$ cat config.mk
export PLATFORM = sky130hd
export DESIGN_NAME = srm_scan_result_match
export DESIGN_NICKNAME = d
export VERILOG_FILES = /design/src/srm_scan_result_match.v
export VERILOG_INCLUDE_DIRS = /design/src /design/src/src
export SDC_FILE = /design/constraint.sdc
export NUM_CORES = 1
export LEC_CHECK = 0
export BUFFER_PORTS_ARGS = -buffer_cell sky130_fd_sc_hd__buf_2
export CAP_MARGIN = 20
export CORE_MARGIN = 5
export CORE_UTILIZATION = 25
export CTS_CLUSTER_SIZE = 24
export DETAILED_ROUTE_END_ITERATION = 8
export PLACE_DENSITY = 0.39
export RECOVER_POWER = 100
export REMOVE_ABC_BUFFERS = 1
export SETUP_SLACK_MARGIN = 0.02
export SYNTH_ARGS = -nofsm -noshare
export SYNTH_HDL_FRONTEND = slang
export SYNTH_SLANG_ARGS = --single-unit
$ cat constraint.sdc
create_clock -name ref_clk -period 66.8 [get_ports ref_clk]
set_clock_uncertainty 0.05 [all_clocks]
set_input_delay 0 -clock ref_clk [delete_from_list [all_inputs] [get_ports ref_clk]]
set_output_delay 0 -clock ref_clk [all_outputs]
set_load 0.05 [all_outputs]
$ cat src/srm_defines.vh
/*
  Constants for the scan result match stage: register offsets, field positions,
  reset values, comparison function codes and link timing.
  Assumes a 50 MHz ref_clk.
*/
`ifndef SRM_DEFINES_VH
`define SRM_DEFINES_VH

// ----------------------------------------------------------------
// Register offsets (word index on the plain register port)
// ----------------------------------------------------------------
`define SRM_REG_CTRL      4'h0
`define SRM_REG_FUNC      4'h1
`define SRM_REG_STATUS    4'h2
`define SRM_REG_REF1      4'h3
`define SRM_REG_REF2      4'h4
`define SRM_REG_SUBLEN    4'h5

// ----------------------------------------------------------------
// Control fields
// ----------------------------------------------------------------
`define SRM_CTRL_LEARN_EN   0
`define SRM_CTRL_STATIC     1
`define SRM_CTRL_REF2_ACT   2
`define SRM_CTRL_SUBST_EN   3
`define SRM_CTRL_STAT_EN    4
`define SRM_CTRL_RELOAD     5
`define SRM_CTRL_ENTER_RD   6
`define SRM_CTRL_RESET      8'h00
`define SRM_FUNC_RESET      12'h111

// ----------------------------------------------------------------
// Comparison functions, three bits each
// ----------------------------------------------------------------
`define SRM_FN_NOMATCH    3'h0
`define SRM_FN_MATCH1     3'h1
`define SRM_FN_MISMATCH1  3'h2
`define SRM_FN_MATCH2     3'h3
`define SRM_FN_MISMATCH2  3'h4
`define SRM_FN_EITHER     3'h5
`define SRM_FN_BOTH       3'h6

// ----------------------------------------------------------------
// Code storage and link
// ----------------------------------------------------------------
`define SRM_CODE_W        32
`define SRM_SUB_MAX       50
`define SRM_STATUS_SUBST  4'h7
`define SRM_CLK_HZ        50000000
`define SRM_BAUD          9600
`define SRM_BIT_CYC       (`SRM_CLK_HZ / `SRM_BAUD)
`define SRM_PULSE_CYC     16'h2710
`define SRM_TONE_CYC      16'h4e20
`define SRM_CHAR_CR       8'h0d

`endif

$ cat src/srm_scan_result_match.v
/*
  Reading-result stage: learns the first reference code from the teach
  switch, compares decoded codes, drives two results and a beeper, and
  forwards substitute strings received on a 9600 8N1 terminal link to
  the host after the reading pulse ends.
  Assumes decoded codes arrive as a one-cycle strobe on ref_clk, the
  non-volatile store acknowledges writes itself, and the host side takes
  characters with a valid/ready pair.
*/
// Operation
// - Switch opens: enter learn, static starts interval
// - Learn read: beep, end interval, hold code
// - Switch closes after read: store permanently
// - Then compare every code, pulse result two
// - No read: close ends interval, keep config
// - Every new opening re-enters learn mode
// - Entering reading mode samples switch for compare
// - Switch open at power-up: compare off
// - Reading mode entry gives two tones
// - Each output picks one of seven functions
// - Second-code functions need second code active
// - Substitute string forwarded in result frame
// - Substitute content at most fifty characters
// - Status field seven when status enabled
// - Other diagnosis fields may be arbitrary
// - Carriage return closes string, next begins
// - Drop control characters except carriage return
// - No echo on the terminal link
// - Send substitute only after reading pulse ends
// - Link runs 9600 baud, 8N1
// - Temporary substitute mode ends on reload
`timescale 1ns/1ps
`include "srm_defines.vh"

module srm_scan_result_match (
  // Clock and reset
  input  wire        ref_clk,
  input  wire        resetn,
  // Register port
  input  wire [3:0]  reg_addr,
  input  wire [31:0] reg_wdata,
  input  wire        reg_wr,
  input  wire        reg_rd,
  output reg  [31:0] reg_rdata,
  // Teach switch pin, high when closed
  input  wire        teach_sw,
  // Decoder and reading pulse
  input  wire        code_valid,
  input  wire [31:0] code_data,
  input  wire        read_pulse,
  output reg         read_interval,
  // Non-volatile parameter write
  output reg         nv_write,
  output reg  [31:0] nv_data,
  // Result outputs and beeper
  output reg         result1,
  output reg         result2,
  output reg         beeper,
  // Terminal link, receive only
  input  wire        term_rxd,
  // Host frame output
  output reg         host_valid,
  output reg  [7:0]  host_data,
  output reg         host_last,
  output reg  [3:0]  host_status,
  input  wire        host_ready
);

  localparam [2:0]  ST_IDLE  = 3'h1;
  localparam [2:0]  ST_START = 3'h2;
  localparam [2:0]  ST_DATA  = 3'h4;
  localparam [31:0] BIT_W    = `SRM_BIT_CYC;
  localparam [31:0] GAP_W    = `SRM_TONE_CYC * 2;
  localparam [15:0] BIT_CYC  = BIT_W[15:0];
  localparam [15:0] HALF_CYC = BIT_W[16:1];
  localparam [15:0] GAP_CYC  = GAP_W[15:0];
  function fn_hit;
    input [2:0] fn;
    input       m1;
    input       m2;
    input       r2;
    begin
      case (fn)
        `SRM_FN_NOMATCH:   fn_hit = !m1 && !(m2 && r2);
        `SRM_FN_MATCH1:    fn_hit = m1;
        `SRM_FN_MISMATCH1: fn_hit = !m1;
        `SRM_FN_MATCH2:    fn_hit = r2 && m2;
        `SRM_FN_MISMATCH2: fn_hit = r2 && !m2;
        `SRM_FN_EITHER:    fn_hit = m1 || (r2 && m2);
        `SRM_FN_BOTH:      fn_hit = r2 && m1 && m2;
        default:           fn_hit = 1'b0;
      endcase
    end
  endfunction

  // ----------------------------------------------------------------
  // Registers
  // ----------------------------------------------------------------
  reg  [7:0]  ctrl_q;
  reg  [11:0] func_q;
  reg  [31:0] ref1_q;
  reg  [31:0] ref2_q;
  reg         cmp_en_q;
  reg         learn_q;
  reg         learned_q;
  reg  [31:0] learn_code_q;
  wire enter_rd = reg_wr && (reg_addr == `SRM_REG_CTRL) &&
                  reg_wdata[`SRM_CTRL_ENTER_RD];
  // ----------------------------------------------------------------
  // Switch synchroniser
  // ----------------------------------------------------------------
  reg [2:0] sw_sync_q;
  reg       sw_q;
  reg       boot_q;
  always @(posedge ref_clk or negedge resetn) begin
    if (!resetn) begin
      sw_sync_q <= 3'h0;
      sw_q      <= 1'b0;
    end else begin
      sw_sync_q <= {sw_sync_q[1:0], teach_sw};
      if (sw_sync_q[2] == sw_sync_q[1])
        sw_q <= sw_sync_q[2];
    end
  end
  wire sw_open_ev  = sw_q && !sw_sync_q[2] && !sw_sync_q[1] && !boot_q;
  wire sw_close_ev = !sw_q && sw_sync_q[2] && sw_sync_q[1] && !boot_q;
  // ----------------------------------------------------------------
  // Learn and compare control
  // ----------------------------------------------------------------
  reg [3:0] boot_cnt_q;
  always @(posedge ref_clk or negedge resetn) begin
    if (!resetn) begin
      ctrl_q        <= `SRM_CTRL_RESET;
      func_q        <= `SRM_FUNC_RESET;
      ref1_q        <= 32'h0;
      ref2_q        <= 32'h0;
      cmp_en_q      <= 1'b0;
      learn_q       <= 1'b0;
      learned_q     <= 1'b0;
      learn_code_q  <= 32'h0;
      read_interval <= 1'b0;
      nv_write      <= 1'b0;
      nv_data       <= 32'h0;
      boot_q        <= 1'b1;
      boot_cnt_q    <= 4'h0;
    end else begin
      nv_write <= 1'b0;
      if (reg_wr && reg_addr == `SRM_REG_CTRL)
        ctrl_q <= {1'b0, reg_wdata[6:0]} & 8'h1f;
      else if (reg_wr && reg_addr == `SRM_REG_FUNC)
        func_q <= reg_wdata[11:0];
      else if (reg_wr && reg_addr == `SRM_REG_REF1)
        ref1_q <= reg_wdata;
      else if (reg_wr && reg_addr == `SRM_REG_REF2)
        ref2_q <= reg_wdata;
      if (reg_wr && reg_addr == `SRM_REG_CTRL && reg_wdata[`SRM_CTRL_RELOAD])
        ctrl_q[`SRM_CTRL_SUBST_EN] <= 1'b0;
      // Boot waits for the synchroniser to settle before sampling.
      if (boot_q) begin
        boot_cnt_q <= boot_cnt_q + 4'h1;
        if (boot_cnt_q == 4'hf) begin
          boot_q <= 1'b0;
          cmp_en_q <= sw_q;
        end
      end else if (enter_rd) begin
        cmp_en_q <= sw_q;
        learn_q  <= 1'b0;
      end else if (ctrl_q[`SRM_CTRL_LEARN_EN] && sw_open_ev) begin
        learn_q       <= 1'b1;
        learned_q     <= 1'b0;
        read_interval <= ctrl_q[`SRM_CTRL_STATIC];
      end else if (learn_q && sw_close_ev) begin
        learn_q       <= 1'b0;
        read_interval <= 1'b0;
        if (learned_q) begin
          ref1_q   <= learn_code_q;
          nv_write <= 1'b1;
          nv_data  <= learn_code_q;
          cmp_en_q <= 1'b1;
        end
      end else if (learn_q && code_valid && !learned_q) begin
        learned_q     <= 1'b1;
        learn_code_q  <= code_data;
        read_interval <= 1'b0;
      end
    end
  end

  // ----------------------------------------------------------------
  // Result pulses and beeper
  // ----------------------------------------------------------------
  reg [15:0] r1_cnt_q;
  reg [15:0] r2_cnt_q;
  reg [15:0] bp_cnt_q;
  reg [1:0]  tones_q;
  wire m1 = (code_data == ref1_q);
  wire m2 = (code_data == ref2_q);
  wire r2 = ctrl_q[`SRM_CTRL_REF2_ACT];
  wire cmp_ev = code_valid && cmp_en_q && !learn_q;
  wire learn_beep = learn_q && code_valid && !learned_q;
  always @(posedge ref_clk or negedge resetn) begin
    if (!resetn) begin
      r1_cnt_q <= 16'h0;
      r2_cnt_q <= 16'h0;
      bp_cnt_q <= 16'h0;
      tones_q  <= 2'h0;
      result1  <= 1'b0;
      result2  <= 1'b0;
      beeper   <= 1'b0;
    end else begin
      if (cmp_ev && fn_hit(func_q[2:0], m1, m2, r2))
        r1_cnt_q <= `SRM_PULSE_CYC;
      else if (r1_cnt_q != 16'h0)
        r1_cnt_q <= r1_cnt_q - 16'h1;
      if (cmp_ev && fn_hit(func_q[6:4], m1, m2, r2))
        r2_cnt_q <= `SRM_PULSE_CYC;
      else if (r2_cnt_q != 16'h0)
        r2_cnt_q <= r2_cnt_q - 16'h1;
      if ((boot_q && boot_cnt_q == 4'hf) || enter_rd) begin
        tones_q  <= 2'h2;
        bp_cnt_q <= `SRM_TONE_CYC;
      end else if (learn_beep || (cmp_ev && fn_hit(func_q[10:8], m1, m2, r2))) begin
        tones_q  <= 2'h1;
        bp_cnt_q <= `SRM_TONE_CYC;
      end else if (bp_cnt_q != 16'h0) begin
        bp_cnt_q <= bp_cnt_q - 16'h1;
      end else if (tones_q != 2'h0) begin
        tones_q  <= tones_q - 2'h1;
        bp_cnt_q <= (tones_q == 2'h2) ? GAP_CYC : 16'h0;
      end
      result1 <= (r1_cnt_q != 16'h0);
      result2 <= (r2_cnt_q != 16'h0);
      beeper  <= (bp_cnt_q != 16'h0) && (tones_q != 2'h0) &&
                 !(tones_q == 2'h1 && bp_cnt_q > `SRM_TONE_CYC);
    end
  end

  // ----------------------------------------------------------------
  // Terminal receiver, 9600 8N1, no transmitter so nothing echoes
  // ----------------------------------------------------------------
  reg [2:0]  rx_sync_q;
  reg        rx_q;
  reg [2:0]  rx_st_q;
  reg [15:0] rx_cnt_q;
  reg [3:0]  rx_bit_q;
  reg [7:0]  rx_sh_q;
  reg        rx_done_q;
  always @(posedge ref_clk or negedge resetn) begin
    if (!resetn) begin
      rx_sync_q <= 3'h7;
      rx_q      <= 1'b1;
      rx_st_q   <= ST_IDLE;
      rx_cnt_q  <= 16'h0;
      rx_bit_q  <= 4'h0;
      rx_sh_q   <= 8'h0;
      rx_done_q <= 1'b0;
    end else begin
      rx_sync_q <= {rx_sync_q[1:0], term_rxd};
      if (rx_sync_q[2] == rx_sync_q[1])
        rx_q <= rx_sync_q[2];
      rx_done_q <= 1'b0;
      case (rx_st_q)
        ST_IDLE: begin
          if (!rx_q) begin
            rx_st_q  <= ST_START;
            rx_cnt_q <= HALF_CYC;
          end
        end
        ST_START: begin
          if (rx_cnt_q != 16'h0)
            rx_cnt_q <= rx_cnt_q - 16'h1;
          else if (rx_q)
            rx_st_q <= ST_IDLE;
          else begin
            rx_st_q  <= ST_DATA;
            rx_cnt_q <= BIT_CYC;
            rx_bit_q <= 4'h0;
          end
        end
        ST_DATA: begin
          if (rx_cnt_q != 16'h0)
            rx_cnt_q <= rx_cnt_q - 16'h1;
          else begin
            rx_cnt_q <= BIT_CYC;
            rx_bit_q <= rx_bit_q + 4'h1;
            if (rx_bit_q == 4'h8) begin
              rx_st_q   <= ST_IDLE;
              rx_done_q <= rx_q;
            end else
              rx_sh_q <= {rx_q, rx_sh_q[7:1]};
          end
        end
        default: rx_st_q <= ST_IDLE;
      endcase
    end
  end

  // ----------------------------------------------------------------
  // Substitute string buffer and host forwarding
  // ----------------------------------------------------------------
  reg [7:0] fill_mem [0:49];
  reg [7:0] send_mem [0:49];
  reg [5:0] fill_len_q;
  reg [5:0] send_len_q;
  reg [5:0] send_idx_q;
  reg       pend_q;
  reg       busy_q;
  integer   i;
  wire ch_cr   = rx_sh_q == `SRM_CHAR_CR;
  wire ch_ctrl = (rx_sh_q < 8'h20) || (rx_sh_q == 8'h7f);
  wire rx_ok   = rx_done_q && ctrl_q[`SRM_CTRL_SUBST_EN];
  always @(posedge ref_clk or negedge resetn) begin
    if (!resetn) begin
      fill_len_q  <= 6'h0;
      send_len_q  <= 6'h0;
      send_idx_q  <= 6'h0;
      pend_q      <= 1'b0;
      busy_q      <= 1'b0;
      host_valid  <= 1'b0;
      host_data   <= 8'h0;
      host_last   <= 1'b0;
      host_status <= 4'h0;
    end else begin
      if (rx_ok && ch_cr) begin
        if (!busy_q) begin
          for (i = 0; i < `SRM_SUB_MAX; i = i + 1)
            send_mem[i] <= fill_mem[i];
          send_len_q <= fill_len_q;
          pend_q     <= (fill_len_q != 6'h0);
        end
        fill_len_q <= 6'h0;
      end else if (rx_ok && !ch_ctrl && fill_len_q < `SRM_SUB_MAX) begin
        fill_mem[fill_len_q] <= rx_sh_q;
        fill_len_q <= fill_len_q + 6'h1;
      end
      if (pend_q && !busy_q && !read_pulse) begin
        pend_q     <= 1'b0;
        busy_q     <= 1'b1;
        send_idx_q <= 6'h0;
      end
      if (busy_q && (!host_valid || host_ready)) begin
        if (host_valid && host_last) begin
          busy_q     <= 1'b0;
          host_valid <= 1'b0;
          host_last  <= 1'b0;
        end else begin
          host_valid  <= 1'b1;
          host_data   <= send_mem[send_idx_q];
          host_last   <= (send_idx_q + 6'h1 == send_len_q);
          host_status <= ctrl_q[`SRM_CTRL_STAT_EN] ? `SRM_STATUS_SUBST : 4'h0;
          send_idx_q  <= send_idx_q + 6'h1;
        end
      end else if (!busy_q && host_ready)
        host_valid <= 1'b0;
    end
  end
  // ----------------------------------------------------------------
  // Register read
  // ----------------------------------------------------------------
  always @(posedge ref_clk or negedge resetn) begin
    if (!resetn)
      reg_rdata <= 32'h0;
    else if (reg_rd) begin
      if (reg_addr == `SRM_REG_CTRL)
        reg_rdata <= {24'h0, ctrl_q};
      else if (reg_addr == `SRM_REG_FUNC)
        reg_rdata <= {20'h0, func_q};
      else if (reg_addr == `SRM_REG_STATUS)
        reg_rdata <= {26'h0, busy_q, pend_q, sw_q, learned_q, learn_q, cmp_en_q};
      else if (reg_addr == `SRM_REG_REF1)
        reg_rdata <= ref1_q;
      else if (reg_addr == `SRM_REG_REF2)
        reg_rdata <= ref2_q;
      else if (reg_addr == `SRM_REG_SUBLEN)
        reg_rdata <= {26'h0, fill_len_q};
      else
        reg_rdata <= 32'h0;
    end
  end
endmodule // srm_scan_result_match

## Yosys cells after proc, flatten, opt, wreduce, memory -nomap -nowiden

Memory sizes are Yosys's and may differ from the RTL's. A register that Yosys moved wholly into a read port is not among the register bits.
Cells that the tools add are included.
Widths: inputs -> output; s select.

- Register bits after elaboration: 306
- Memory bits (writable): 800
- Input bits: 77
- Output and inout bits: 83
- Logic and storage cells: 309
- Memories kept: 2

Memory list:

| name | words | width | rd ports | clocked after memory_dff | write ports | RTL line | RTL |
|---|---|---|---|---|---|---|---|
| fill_mem | 50 | 8 | 50 | 0 | 1 | srm_scan_result_match.v:301 | `reg [7:0] fill_mem [0:49];` |
| send_mem | 50 | 8 | 1 | 1 | 50 | srm_scan_result_match.v:302 | `reg [7:0] send_mem [0:49];` |

- Add/sub/neg operators: 9
- Order comparisons: 3
- Equal/unequal tests: 48
- Mux-type cells: 95
- Bitwise gates (word level): 11
- Reductions and logical operators: 102

Operators with widths:

| cell | count |
|---|---|
| $mux 32 | 13 |
| $mux 16 | 13 |
| $eq 32x32->1 | 2 |
| $reduce_bool 16->1 | 4 |
| $sub 16x1->16 const B | 4 |
| $pmux 16 s3 | 1 |
| $mux 1 | 43 |
| $logic_and 1x1->1 | 41 |
| $mux 6 | 6 |
| $eq 3x3->1 const B | 10 |
| $eq 3x2->1 const B | 7 |
| $pmux 1 s7 | 3 |
| $reduce_and 4->1 | 5 |
| $mux 3 | 6 |
| $reduce_bool 2->1 | 9 |
| $reduce_bool 3->1 | 6 |
| $gt 16x15->1 const B | 1 |
| $mux 4 | 4 |
| $logic_not 1->1 | 15 |
| $add 6x1->6 const B | 2 |
| $eq 3x1->1 const B | 4 |
| $ne 2x2->1 const B | 6 |
| $reduce_and 2->1 | 6 |
| $not 1->1 | 11 |
| other kinds (26) | 46 |

## Depth between registers and ports, before layout

Gate-level depths: netlist (run 1).

- Depth in word-level cells: 10
- Gate-level depth with buffers: 11
- Depth with buffers taken out: 9

## Worst setup path before layout (run 1)

Ideal clock, no wire load.

- Path type: flip-flop to flip-flop
- From: register rx_sh_q[2]
- To: memory send_mem[0][0], enable pin
- Setup time: 1.734 ns
- Data arrival time: 30.178 ns
- Data required time: 65.016 ns
- Setup slack: 34.838 ns
- Cell stages (with the launch flop): 4
- Buffers on the path: 0
- Period minus slack after synthesis: 31.962 ns
- Path through: dfrtp_1 and3_1 nand3_1 nor3b_1

RTL lines:

| item | RTL line | RTL |
|---|---|---|
| start, declared | srm_scan_result_match.v:246 | `reg [7:0] rx_sh_q;` |
| start signal, assigned | srm_scan_result_match.v:290 | `rx_sh_q <= {rx_q, rx_sh_q[7:1]};` |
| end, declared | srm_scan_result_match.v:302 |  |

==> out/qor.log, run 1 <==
qor: yosys.synthTopCellsByArea sky130_fd_sc_hd__edfxtp_1 56%, sky130_fd_sc_hd__dfrtp_1 18%, sky130_fd_sc_hd__mux4_2 3.8%
qor: power.power.static_leakage 0.0188 uW
qor: detailed_routing.route.vias.total 23500
qor: placement.detailedPlacementHpwl 74900 um
qor: sta.finalHoldWorstSlack 0.0715 ns
qor: cts.cts-root-to-sink-buffers 3
qor: worst_setup_path.critical_path_required 66.81 ns
qor: detailed_routing.first_pass_iteration_count_of_the_detailed_router 6
qor: power.power_switching 420 uW
qor: worst_setup_path.crit_arrival 19.02 ns
qor: yosys.synth_largest_type_area_fraction 56.3%
qor: worst_setup_path.cp-end-kind flip-flop
qor: yosys.synth_flop_cell sky130_fd_sc_hd__edfxtp_1
qor: yosys.synthTopCellsByCount 800 x sky130_fd_sc_hd__edfxtp_1, 302 x sky130_fd_sc_hd__dfrtp_1, 207 x sky130_fd_sc_hd__nand2_1
qor: placement.gp_routability_congestion 0.750
qor: floorplan.floorplan.die.height 423 um
qor: sta.finalSetupTns 0 ns
qor: yosys.synth_top_family_by_area multiplexers
qor: yosys.yosysTopAreaCell sky130_fd_sc_hd__edfxtp_1
qor: yosys.synth-warning-count 0
qor: yosys.number_of_enable_type_register_cells_in_the_synthesized_netlist 800
qor: grt.gr-total-overflow 0
qor: detailed_routing.wl_per_cell 22.6 um
qor: worst_setup_path.reg2regPathDepth 6
qor: min_path.worst_hold_path.num_cells 4
qor: power.p_sw_share 25.4%
qor: yosys.synth_most_common_cell sky130_fd_sc_hd__edfxtp_1
qor: min_path.whs_endpoint ref1_q[12]$_DFF_PN0_
qor: floorplan.num_rows 151
qor: floorplan.io_pins 160
qor: cts.cts_setup_buffers 0
qor: worst_setup_path.crit_path_start rx_sh_q[0]$_DFFE_PN0P_
qor: sta.final-setup-viol-count 0
qor: flow_run.timing.max_cap.violations 22
qor: yosys.synth.yosys.seq_area_share 74.5%
qor: cts.clkLatencyLatePin 0.75 ns
qor: cts.cts_tree done
qor: yosys.synth.avg_cell_area 16.4 sq um
qor: final_layout.syn_to_final_growth 19.6%
qor: yosys.post_synth_inst_count 2601
qor: power.internal_power 1230 uW
qor: cts.root_buffer sky130_fd_sc_hd__clkbuf_16
qor: grt.grt_antenna_before_repair 18
qor: sta.relSlewSlack -665%
qor: min_path.min_path_type input pin to flip-flop
qor: yosys.synth_xor_xnor_area_share 2.36%
qor: cts.cts-hold-fix-buffers 111
qor: yosys.synth_simple_gate_area_share 6.35%
qor: worst_setup_path.critPathMaxFanout 205
qor: final_layout.design.final.nets 3020
qor: yosys.synthesis.area 42700 sq um
qor: cts.cts_inserted_buffers 120
qor: worst_setup_path.regToRegEndpoint send_mem[29][7]$_DFFE_PP_
qor: placement.io_buffer_count 158
qor: final_layout.drive_gt1_share 16.2%
qor: worst_setup_path.timing_worst_setup_path_type flip-flop to flip-flop
qor: detailed_routing.detail_route.drc_violations 0
qor: power.proportion_of_power_drawn_by_flip_flops_and_latches 49.3%
qor: power.power_density 32.4 nW/um^2
qor: sta.final-max-slew-violation-count 1299
qor: detailed_routing.drt-total-wl 119000 um
qor: sta.worst_slack 47.79 ns
qor: detailed_routing.drt-initial-drc-count 1746
qor: power.power.clock.fraction 41.0%
qor: worst_setup_path.setup.worst_path.start_class flip-flop
qor: grt.grt_usage 13.1%
qor: floorplan.start_util 25.2%
qor: yosys.post_synthesis_adder_cell_area_fraction 0.487%
qor: grt.grt_start_max_net_pins 206
qor: floorplan.core_area 170000 sq um
qor: power.peakVddDrop 0.0000246 V
qor: sta.maxClockFrequency 0.0526 GHz
qor: run_status.status finished, violations left
qor: cts.ctsResizeCount 0
qor: sta.max_slew.worst_pin.slew 11.48 ns
qor: grt.grt_pass1_wl 174000 um
qor: yosys.multiplexer_share_of_the_synthesized_area 9.07%
qor: worst_setup_path.timing.rr.start rx_sh_q[0]$_DFFE_PN0P_
qor: yosys.synth_compound_area_share 5.39%
qor: grt.first_global_vias 25100
qor: cts.cts_htree_levels 3
qor: power.finalPower 1650 uW
qor: power.power_frac_comb 9.7%
qor: sta.fin_crit_sh 28.5%
qor: detailed_routing.detail-route-antenna-nets 0
qor: detailed_routing.vias_per_std_cell 4.46
qor: cts.clkSlewWorstSetupHoldPaths 0.06 ns
qor: sta.timing.final.crit_period 19.01 ns
qor: sta.setup_repair_after_global_routing_missed_its_margin false
qor: cts.clkSinkCount 1111
qor: yosys.yosys.cell_types.count 90
qor: placement.place_ws 62.59 ns
qor: yosys.yosys_reg_bits 1111
qor: run_status.failing_checks capacitance limit, slew limit
qor: yosys.fraction_of_synthesis_flops_using_an_asynchronous_set_or_reset_pin 28.0%
qor: floorplan.chipWidth 423 um
qor: min_path.timing.hold.worst.start reg_wdata[12]
qor: final_layout.postLayoutCoreUtil 30.1%
qor: floorplan.dieArea 179000 sq um
qor: sta.report.final.hold_viol_count 0
qor: worst_setup_path.reg2reg_setup_slack 47.79 ns
cell families after synthesis:
| logic type | count (synthesis) |
|---|---|
| AO/OA/AOI/OAI | 340 |
| XOR/XNOR | 115 |
| adder cells (fa/ha/maj) | 17 |
| buffers and inverters | 175 |
| flip-flops | 1111 |
| multiplexers | 284 |
| other | 1 |
| AND/OR/NAND/NOR | 558 |
critical path, stage by stage (launching register included):
cell                       delay [ns]
sky130_fd_sc_hd__dfrtp_2         0.33
sky130_fd_sc_hd__clkbuf_1        1.97
sky130_fd_sc_hd__and3_1          0.48
sky130_fd_sc_hd__nand3_1         0.14
sky130_fd_sc_hd__nor3b_1         0.29
sky130_fd_sc_hd__clkbuf_1        7.87
sky130_fd_sc_hd__clkbuf_1        6.87
layout by cell type (no fill, tap or decap), drive strengths merged, types with 18 or more instances in the layout:
cell type	count
xor2	89
nor4	29
o22ai	32
a22oi	30
o221ai	20
nor2	134
nand4	18
clkinv	52
xnor2	26
nand3	26
dfrtp	302
nand2	207
buf	91
mux2	101
mux2i	111
mux4	72
nor3	47
dlygate4sd3	110
clkbuf	274
a221oi	20
a21oi	54
edfxtp	800
o21ai	98
inv	56
power groups by stage:
| stage | sequential, uW | combinational [uW] | clock, uW |
|---|---|---|---|
| 2_1_floorplan | 844 | 84.8 | 0 |
| 3_3_place_gp | 827 | 158 | 0 |
| 3_5_place_dp | 829 | 161 | 0 |
| 4_1_cts | 816 | 167 | 699 |
| 5_1_grt | 822 | 178 | 727 |
| 6_report | 816 | 161 | 678 |
flip-flops by register name (all words and copies together), names as in the netlist, 8 cells and up:
name and count:
learn_code_q 32, r2_cnt_q 16, ref1_q 32, reg_rdata 32, func_q 12, rx_sh_q 8, host_data 8, fill_mem 400
bp_cnt_q 16, rx_cnt_q 16, nv_data 32, r1_cnt_q 16, ref2_q 32, send_mem 400
area by class of cell:
| type | instances | area [sq um] |
|---|---|---|
| Fill cell | 16900 | 119000 |
| Sequential cell | 1111 | 31800 |
| Multi-Input combinational cell | 1315 | 10100 |
| Clock buffer | 151 | 3220 |
| Tap cell | 2218 | 2780 |
| Timing Repair Buffer | 324 | 2070 |
| Clock inverter | 74 | 842 |
| Inverter | 56 | 210 |
| Antenna cell | 10 | 25.0 |
per-layer routing:
metal | part of all wire, % | vias up | global-route usage [%]
met3 | 4.6 | 153 | 2.69
met1 | 43 | 12200 | 16.7
met2 | 50 | 521 | 22.8
met5 | 0.011 | - | 0
met4 | 2.0 | 2 | 3.04
li1 | - | 10600 | -
how the worst max path moves through the flow:
| stage | end | slack [ns] | depth (start not counted) |
|---|---|---|---|
| after global routing | send_mem[21][3]$_DFFE_PP_ | 45.66 | 6 |
| after global placement | send_mem[16][0]$_DFFE_PP_ | 62.66 | 7 |
| after CTS | send_mem[21][7]$_DFFE_PP_ | 62.58 | 7 |
| after detailed placement | send_mem[16][7]$_DFFE_PP_ | 62.59 | 7 |
| final | send_mem[29][7]$_DFFE_PP_ | 47.79 | 6 |
| after floorplan | send_mem[0][0]$_DFFE_PP_ | 34.84 | 3 |
stage by stage:
stage | instances | instance area (sq um)
after global placement | 4907 | 46100
after floorplan | 2482 | 42100
final | 5259 | 51000
after detailed placement | 4908 | 46200
after CTS | 5244 | 51400
after global routing | 5255 | 51000
Note: power is estimated with default switching activity, not from simulation.
==> inputs of run 2 (changes only) <==
--- a/config.mk
+++ b/config.mk
@@ -6,13 +6,14 @@
 export SDC_FILE = /design/constraint.sdc
 export NUM_CORES = 1
 export LEC_CHECK = 0
+export ABC_AREA = 1
 export BUFFER_PORTS_ARGS = -buffer_cell sky130_fd_sc_hd__buf_2
 export CAP_MARGIN = 20
 export CORE_MARGIN = 5
 export CORE_UTILIZATION = 25
 export CTS_CLUSTER_SIZE = 24
 export DETAILED_ROUTE_END_ITERATION = 8
-export PLACE_DENSITY = 0.39
+export PLACE_DENSITY = 0.4
 export RECOVER_POWER = 100
 export REMOVE_ABC_BUFFERS = 1
 export SETUP_SLACK_MARGIN = 0.02
==> constraint.sdc (replaced) <==
create_clock -name ref_clk -period 15.95 [get_ports ref_clk]
set_clock_uncertainty 0.05 [all_clocks]
set_input_delay 0 -clock ref_clk [delete_from_list [all_inputs] [get_ports ref_clk]]
set_output_delay 0 -clock ref_clk [all_outputs]
set_load 0.05 [all_outputs]
==> run 2 against run 1 <==
  * The run still ends with capacitance limit, slew limit left
  * Synthesized cell count rose by 34%
  * Total power rose to 4.2 times the previous value
  * Register-to-register slack got worse by 41 ns
  * Wire length rose by 2.8%
  * Setup slack got worse by 41 ns
  * Sequential share of layout area fell by 0.36 points
  * Final cell count rose by 18%
  * Cell area rose by 0.60%
  * Global-route usage rose by 0.44 points
  * Highest routed layer unchanged
  * Sequential cell count did not move
  * Area after synthesis rose by 0.80%
==> out/qor.log, run 2 <==
qor: run_status.status finished, violations left
qor: run_status.failing_checks capacitance limit, slew limit
qor: final_layout.commonest_non_fill_non_tap_cell_in_the_layout sky130_fd_sc_hd__edfxtp_1
qor: final_layout.drive_gt1_share 8.24% [-8.0 points]
qor: worst_setup_path.timing_worst_setup_path_type flip-flop to flip-flop
qor: sta.fin_crit_sh 59.3% [+31 points]
qor: cts.ctsResizeCount 0 [unchanged]
qor: yosys.post_synth_inst_count 3476 [+34%]
qor: placement.io_buffer_count 158 [unchanged]
qor: sta.setup_repair_after_global_routing_missed_its_margin false
qor: worst_setup_path.regToRegEndpoint host_data[3]$_DFFE_PN0P_
qor: cts.cts-root-to-sink-buffers 3 [unchanged]
qor: min_path.timing.hold.worst.start reg_wdata[7]
qor: yosys.synth.yosys.seq_area_share 74.0% [-0.59 points]
qor: min_path.worst_hold_path.num_cells 4 [unchanged]
qor: placement.detailedPlacementHpwl 74800 um [about the same]
qor: yosys.yosys_reg_bits 1111 [unchanged]
qor: power.power.static_leakage 0.0199 uW [+5.4%]
qor: cts.clkLatencyLatePin 0.75 ns [about the same]
qor: flow_run.timing.max_cap.violations 22 [unchanged]
qor: worst_setup_path.reg2reg_setup_slack 6.49 ns [-41.29 ns]
qor: grt.grt_antenna_before_repair 8 [-10]
qor: yosys.post_synthesis_adder_cell_area_fraction 0.459% [-0.027 points]
qor: cts.cts_htree_levels 4 [+1]
qor: final_layout.register_area 31800 sq um [about the same]
qor: grt.gr-total-overflow 0 [unchanged]
qor: sta.timing.final.crit_period 9.46 ns [-9.56 ns]
qor: floorplan.io_pins 160 [unchanged]
qor: sta.relSlewSlack -158% [+510 points]
qor: placement.numPlacedInstances 5852 [+19%]
qor: sta.max_slew.worst_pin.slew 3.87 ns [-7.61 ns]
qor: final_layout.syn_to_final_growth 19.3%
qor: worst_setup_path.critical_path_required 16.48 ns [-50.33 ns]
qor: final_layout.layout.cells.non_filler 6196 [+18%]
qor: min_path.min_path_type input pin to flip-flop
qor: grt.grt_usage 13.5% [+0.44 points]
qor: detailed_routing.detail_route.drc_violations 0 [unchanged]
qor: yosys.synthTopCellsByArea sky130_fd_sc_hd__edfxtp_1 56%, sky130_fd_sc_hd__dfrtp_1 18%, sky130_fd_sc_hd__nand2_1 5.6%
qor: cts.clkSlewWorstSetupHoldPaths 0.06 ns [about the same]
qor: worst_setup_path.cp-end-kind flip-flop
qor: detailed_routing.drt-initial-drc-count 1604 [-8.1%]
qor: detailed_routing.wl_per_cell 19.7 um [-13%]
qor: worst_setup_path.setup.worst_path.start_class flip-flop
qor: yosys.synth_xor_xnor_area_share 1.87% [-0.49 points]
qor: yosys.synth.avg_cell_area 12.4 sq um [-25%]
qor: cts.cts_tree done
qor: worst_setup_path.reg2regPathDepth 8 [+2]
qor: min_path.whs_endpoint func_q[7]$_DFFE_PN0P_
qor: cts.cts-hold-fix-buffers 108 [-2.7%]
qor: sta.final-setup-viol-count 0 [unchanged]
qor: yosys.synth_largest_type_area_fraction 55.8% [-0.45 points]
qor: yosys.synth_top_family_by_area simple AND/OR/NAND/NOR gates
qor: detailed_routing.detail-route-antenna-nets 0 [unchanged]
qor: yosys.multiplexer_share_of_the_synthesized_area 0.102% [-9.0 points]
qor: cts.cts_inserted_buffers 130 [+8.3%]
qor: power.peakVddDrop 0.000109 V [+340%]
qor: yosys.synth_simple_gate_area_share 11.5% [+5.2 points]
qor: detailed_routing.route.vias.total 26700 [+14%]
qor: yosys.yosys.cell_types.count 63 [-30%]
qor: worst_setup_path.crit_arrival 9.98 ns [-9.04 ns]
qor: sta.final-max-slew-violation-count 1144 [-12%]
qor: yosys.synth_flop_cell sky130_fd_sc_hd__edfxtp_1
qor: worst_setup_path.critPathMaxFanout 90 [-56%]
qor: floorplan.chipWidth 425 um [+0.39%]
qor: grt.first_global_vias 27600 [+10%]
qor: final_layout.layout.cells.most_common_list 800 x sky130_fd_sc_hd__edfxtp_1, 641 x sky130_fd_sc_hd__nand2_1, 432 x sky130_fd_sc_hd__o21ai_0
qor: sta.maxClockFrequency 0.106 GHz [+100%]
qor: yosys.fraction_of_synthesis_flops_using_an_asynchronous_set_or_reset_pin 28.0% [unchanged]
qor: cts.cts_setup_buffers 0 [unchanged]
qor: yosys.number_of_enable_type_register_cells_in_the_synthesized_netlist 800 [unchanged]
qor: cts.root_buffer sky130_fd_sc_hd__clkbuf_16
qor: floorplan.num_rows 152 [+0.66%]
qor: yosys.yosysTopAreaCell sky130_fd_sc_hd__edfxtp_1
qor: yosys.synth-warning-count 0 [unchanged]
qor: placement.dpl-instance-area 46500 sq um [+0.84%]
qor: floorplan.start_util 25.1% [-0.049 points]
qor: power.power_density 136 nW/um^2 [+320%]
qor: final_layout.final_cell_area 51300 sq um [+0.60%]
qor: placement.gp_routability_congestion 0.752 [+0.28%]
qor: worst_setup_path.timing.rr.start send_idx_q[0]$_DFF_PN0_
qor: detailed_routing.vias_per_std_cell 4.30 [-3.5%]
qor: final_layout.design.final.nets 3875 [+28%]
qor: yosys.synthesis.area 43000 sq um [+0.80%]
qor: final_layout.multi_input_comb_area 9650 sq um [-4.2%]
qor: floorplan.floorplan.die.height 425 um [+0.39%]
qor: grt.grt_start_max_net_pins 147 [-29%]
qor: detailed_routing.drt-total-wl 122000 um [+2.8%]
qor: yosys.synth_most_common_cell sky130_fd_sc_hd__edfxtp_1
qor: final_layout.top_regs fill_mem: 400 flops, send_mem: 400 flops
qor: detailed_routing.first_pass_iteration_count_of_the_detailed_router 5 [-1]
qor: yosys.synthTopCellsByCount 800 x sky130_fd_sc_hd__edfxtp_1, 640 x sky130_fd_sc_hd__nand2_1, 410 x sky130_fd_sc_hd__o21ai_0
qor: final_layout.n_fill_cell 17600 [+4.2%]
qor: cts.clkSinkCount 1111 [unchanged]
qor: yosys.synth_compound_area_share 8.70% [+3.3 points]
qor: floorplan.dieArea 180000 sq um [+0.78%]
qor: grt.grt_pass1_wl 183000 um [+5.0%]
qor: floorplan.core_area 171000 sq um [+1.0%]
qor: sta.report.final.hold_viol_count 0 [unchanged]
## run 2: changes by cell type after synthesis, sizes merged, moves of 26 or more
cell and delta:
a22oi -30, inv +172, mux2 -98, mux2i -110, mux4 -72, nand2 +437, nand3 +58, nor2 +272
o21ai +335, o22ai +66, xnor2 +26, xor2 -49
## run 2: worst max-delay path: stages, from the launching register on
cell and delay [ns]:
sky130_fd_sc_hd__dfrtp_1 1.92, sky130_fd_sc_hd__clkinvlp_2 3.78, sky130_fd_sc_hd__clkbuf_1 1.77, sky130_fd_sc_hd__o21ai_0 0.55, sky130_fd_sc_hd__o22ai_1 0.16, sky130_fd_sc_hd__o21ai_0 0.41, sky130_fd_sc_hd__nand3_1 0.23, sky130_fd_sc_hd__a21oi_1 0.20
sky130_fd_sc_hd__o31ai_1 0.10
## run 2: cells by family (layout without fill, tap and decap cells)
group	Yosys count	after routing
AND/OR/NAND/NOR	1218	1218
flip-flops	1111	1111
AO/OA/AOI/OAI	665	665
buffers and inverters	369	777
XOR/XNOR	92	92
adder cells (fa/ha/maj)	16	16
multiplexers	4	4
other	1	3
## run 2: layout make-up
type / instances / share of cell area (%)
Inverter: 232 / 1.70
Sequential cell: 1111 / 62.0
Tap cell: 2310 / 5.63
Multi-Input combinational cell: 1996 / 18.8
Antenna cell: 2 / 0.00975
Timing Repair Buffer: 312 / 3.96
Clock buffer: 177 / 7.04
Clock inverter: 56 / 0.877
## run 2: worst max path at each step
stage / cells after the start / endpoint / slack (ns) / from
detailed placement: 10 / send_mem[37][7]$_DFFE_PP_ / 10.39 / rx_sh_q[3]$_DFFE_PN0P_
finish: 8 / host_data[3]$_DFFE_PN0P_ / 6.49 / send_idx_q[0]$_DFF_PN0_
global route: 10 / send_mem[34][3]$_DFFE_PP_ / 5.60 / rx_sh_q[3]$_DFFE_PN0P_
global placement: 10 / send_mem[37][7]$_DFFE_PP_ / 9.90 / rx_sh_q[3]$_DFFE_PN0P_
CTS: 10 / send_mem[34][3]$_DFFE_PP_ / 10.37 / rx_sh_q[3]$_DFFE_PN0P_
floorplan: 6 / send_mem[0][0]$_DFFE_PP_ / -3.71 / rx_sh_q[3]$_DFFE_PN0P_
## run 2: report_power, final
| group | leakage, uW | switching, uW | total [uW] | internal [uW] |
|---|---|---|---|---|
| registers | 0.0122 | 156 | 3410 | 3260 |
| clock network | 0.00198 | 1200 | 2840 | 1640 |
| logic | 0.00564 | 503 | 740 | 237 |
## run 2: layer usage
| layer | share of wire (%) | track usage (%) |
|---|---|---|
| met4 | 1.6 | 3.23 |
| met3 | 4.1 | 2.70 |
| met5 | 0.046 | 0 |
| met1 | 46 | 18.2 |
| met2 | 48 | 22.4 |
## run 2: stage by stage
step                setup WS [ns]  util (%)  total power, uW  hold WS [ns]  setup TNS, ns
detailed placement          10.39      27.2             4230       -0.0997              0
finish                       6.49      30.0             6990        0.0722              0
CTS                         10.37      30.2             7150       0.00461              0
floorplan                   -3.71         -             3970        -0.346       -1482.99
global route                 5.60      30.0             7340        0.0468              0
global placement             9.90      27.2             4220        -0.107              0
==> inputs of run 3 (changes only) <==
==> constraint.sdc (replaced) <==
create_clock -name ref_clk -period 8.5 [get_ports ref_clk]
set_clock_uncertainty 0.05 [all_clocks]
set_input_delay 0 -clock ref_clk [delete_from_list [all_inputs] [get_ports ref_clk]]
set_output_delay 0 -clock ref_clk [all_outputs]
set_load 0.05 [all_outputs]
==> run 3 against run 2 <==
  * Hold slack lost 0.0099 ns
  * Die area did not move
  * First-iteration DRC count grew 26%
  * Non-clock buffer count fell by 15
  * Global-route usage is 0.15 points lower
  * The flow still finishes with violations (capacitance limit, slew limit)
  * Utilization about the same
==> out/qor.log, run 3 (same netlist as run 2, synthesis figures left out) <==
qor: detailed_routing.met1_length 55800 um [-1.2%]
qor: floorplan.chipWidth 425 um [unchanged]
qor: cts.clkSlewWorstSetupHoldPaths 0.06 ns [about the same]
qor: min_path.whs_endpoint func_q[8]$_DFFE_PN1P_
qor: power.power.static_leakage 0.0198 uW [about the same]
qor: floorplan.io_pins 160 [unchanged]
qor: floorplan.start_util 25.1% [unchanged]
qor: detailed_routing.detail-route-antenna-nets 0 [unchanged]
qor: cts.root_buffer sky130_fd_sc_hd__clkbuf_16
qor: final_layout.layout.cells.non_filler 6175 [-0.34%]
qor: worst_setup_path.reg2reg_setup_slack 2.92 ns [-3.57 ns]
qor: floorplan.core_area 171000 sq um [unchanged]
qor: worst_setup_path.crit_arrival 6.32 ns [-3.66 ns]
qor: grt.grt_antenna_before_repair 11 [+3]
qor: min_path.worst_hold_path.num_cells 4 [unchanged]
qor: sta.maxClockFrequency 0.170 GHz
qor: detailed_routing.detail_route.drc_violations 0 [unchanged]
qor: sta.worst_slack 2.61 ns [-3.88 ns]
qor: sta.fin_crit_sh 69.3%
qor: sta.setup_repair_after_global_routing_missed_its_margin false
qor: worst_setup_path.critPathMaxFanout 49 [-46%]
qor: final_layout.drive_gt1_share 8.23% [about the same]
qor: final_layout.final_cell_area 51300 sq um [about the same]
qor: final_layout.commonest_non_fill_non_tap_cell_in_the_layout sky130_fd_sc_hd__edfxtp_1
qor: grt.grt_start_max_net_pins 167 [+14%]
qor: placement.detailedPlacementHpwl 76100 um [+1.6%]
qor: sta.report.final.hold_viol_count 0 [unchanged]
qor: worst_setup_path.timing.critical_path.slowest_stage_cell sky130_fd_sc_hd__clkbuf_1
qor: detailed_routing.route.met3.wl 5500 um [+9.9%]
qor: sta.timing.final.crit_period 5.89 ns
qor: detailed_routing.top_layer_used met5
qor: flow_run.timing.max_cap.violations 17 [-23%]
qor: power.finalPower 13100 uW [+88%]
qor: cts.clkSinkCount 1111 [unchanged]
qor: sta.relSlewSlack -160% [-2.0 points]
qor: floorplan.floorplan.die.height 425 um [unchanged]
qor: detailed_routing.wl_per_cell 19.8 um [+0.31%]
qor: worst_setup_path.setup.worst_path.start_class input pin
qor: sta.max_slew.worst_pin.slew 3.90 ns [+0.0303 ns]
qor: run_status.failing_checks capacitance limit, slew limit
qor: cts.cts_tree done
qor: grt.first_global_vias 27200 [-1.3%]
qor: detailed_routing.vias_per_std_cell 4.32 [+0.45%]
qor: min_path.timing.hold.worst.start reg_wdata[8]
qor: grt.gr-total-overflow 0 [unchanged]
qor: run_status.status finished, violations left
qor: worst_setup_path.reg2regPathDepth 9 [+1]
qor: sta.final-max-slew-violation-count 877 [-23%]
qor: worst_setup_path.cp-end-kind flip-flop
qor: placement.gp_routability_congestion 0.771 [+2.5%]
qor: final_layout.top_regs fill_mem: 400 flops, send_mem: 400 flops
qor: cts.cts-root-to-sink-buffers 3 [unchanged]
qor: cts.cts_inserted_buffers 121 [-6.9%]
qor: placement.numPlacedInstances 5841 [-0.19%]
qor: grt.grt_usage 13.3% [-0.15 points]
qor: grt.grt_pass1_wl 182000 um [-0.40%]
qor: detailed_routing.drt-total-wl 122000 um [about the same]
qor: placement.place_ws 4.22 ns [-6.17 ns]
qor: worst_setup_path.cpMostUsedCell sky130_fd_sc_hd__nor2_1
qor: final_layout.design.final.nets 3851 [-0.62%]
qor: detailed_routing.met2RoutedLength 58100 um [-0.70%]
qor: min_path.min_path_type input pin to flip-flop
qor: worst_setup_path.regToRegEndpoint fill_mem[9][4]$_DFFE_PP_
qor: cts.cts_htree_levels 3 [-1]
qor: worst_setup_path.path_cells dlygate4sd3_1, buf_2, nor2_1, dlygate4sd3_1, nand2_1, dlygate4sd3_1, nor2_1, clkinvlp_2, nor2_1, nor2_1, clkinv_1, nor3_1, clkbuf_1, inv_1, clkbuf_1, o21ai_0
qor: detailed_routing.drt-initial-drc-count 2029 [+26%]
qor: detailed_routing.first_pass_iteration_count_of_the_detailed_router 6 [+1]
qor: cts.cts_setup_buffers 0 [unchanged]
qor: floorplan.dieArea 180000 sq um [unchanged]
qor: placement.io_buffer_count 158 [unchanged]
qor: power.peakVddDrop 0.000161 V [+48%]
qor: final_layout.syn_to_final_growth 19.3% [about the same]
qor: detailed_routing.route.vias.total 26700 [+0.11%]
qor: placement.dpl-instance-area 46500 sq um [-0.12%]
qor: final_layout.layout.cells.most_common_list 800 x sky130_fd_sc_hd__edfxtp_1, 641 x sky130_fd_sc_hd__nand2_1, 433 x sky130_fd_sc_hd__o21ai_0
qor: floorplan.num_rows 152 [unchanged]
qor: power.power_density 256 nW/um^2 [+88%]
qor: worst_setup_path.critPathMaxStageDelay 1.86 ns [-1.92 ns]
qor: worst_setup_path.critical_path_required 8.93 ns [-7.55 ns]
qor: worst_setup_path.timing_worst_setup_path_type input pin to flip-flop
qor: sta.final-setup-viol-count 0 [unchanged]
qor: worst_setup_path.timing.rr.start rx_sh_q[5]$_DFFE_PN0P_
qor: cts.clkLatencyLatePin 0.74 ns [about the same]
## run 3: changes by cell type in the layout (fill, tap and decap cells not counted), sizes merged
cell         change
dlygate4sd3      -4
buf              -2
inv              +1
clkbuf          -21
bufinv           +8
clkinvlp         -3
clkinv           -1
diode            +1
## run 3: what timing repair did
| action | in CTS | in global routing |
|---|---|---|
| hold endpoints to repair | 433 | 0 |
| hold buffers | 104 | 0 |
| resized for setup | 0 | 0 |
## run 3: area by class of cell
cell class	instances	area [sq um]
timing repair buffer	297	1990
sequential	1111	31800
fill	17500	120000
clock buffer	165	3350
clock inverter	61	701
antenna	3	7.51
tap	2310	2890
multi-input combinational	1996	9670
inverter	232	877
## run 3: worst max path at each step
stage	start	end	slack, ns	cells past startpoint
5_1_grt	resetn	ref1_q[21]$_DFF_PN0_	2.00	5
4_1_cts	rx_sh_q[5]$_DFFE_PN0P_	fill_mem[9][2]$_DFFE_PP_	4.15	9
3_5_place_dp	rx_sh_q[5]$_DFFE_PN0P_	send_mem[39][4]$_DFFE_PP_	4.22	7
6_report	reg_addr[2]	learned_q$_DFFE_PN0P_	2.61	16
2_1_floorplan	rx_sh_q[3]$_DFFE_PN0P_	send_mem[0][0]$_DFFE_PP_	-11.16	6
3_3_place_gp	rx_sh_q[5]$_DFFE_PN0P_	fill_mem[9][5]$_DFFE_PP_	4.23	9
## run 3: critical path, delay by kind of cell
| kind | cells | cell delay [ns] |
|---|---|---|
| and+or+nand+nor | 6 | 0.84 |
| buffers and inverters | 9 | 5.11 |
| AOI/OAI and AO/OA | 1 | 0.29 |
## run 3: where the power goes
| part | total [uW] | switching, uW | leakage (uW) | internal (uW) |
|---|---|---|---|---|
| sequential | 6410 | 298 | 0.0122 | 6110 |
| combinational | 1400 | 947 | 0.00563 | 449 |
| clock | 5340 | 2240 | 0.00197 | 3100 |
## run 3: per-layer routing
layer	global-route usage, %	vias to the layer above
met5	0	-
met4	3.00	10
met3	2.60	179
met2	22.2	541
met1	18.1	13200
li1	-	12700
## run 3: per-stage QoR
step                setup TNS [ns]  hold WS [ns]  utilization [%]
floorplan                 -4462.99        -0.346                -
global placement                 0       -0.0385             27.1
detailed placement               0       -0.0352             27.1
CTS                              0       0.00330             30.1
global route                     0        0.0505             29.9
finish                           0        0.0623             29.9
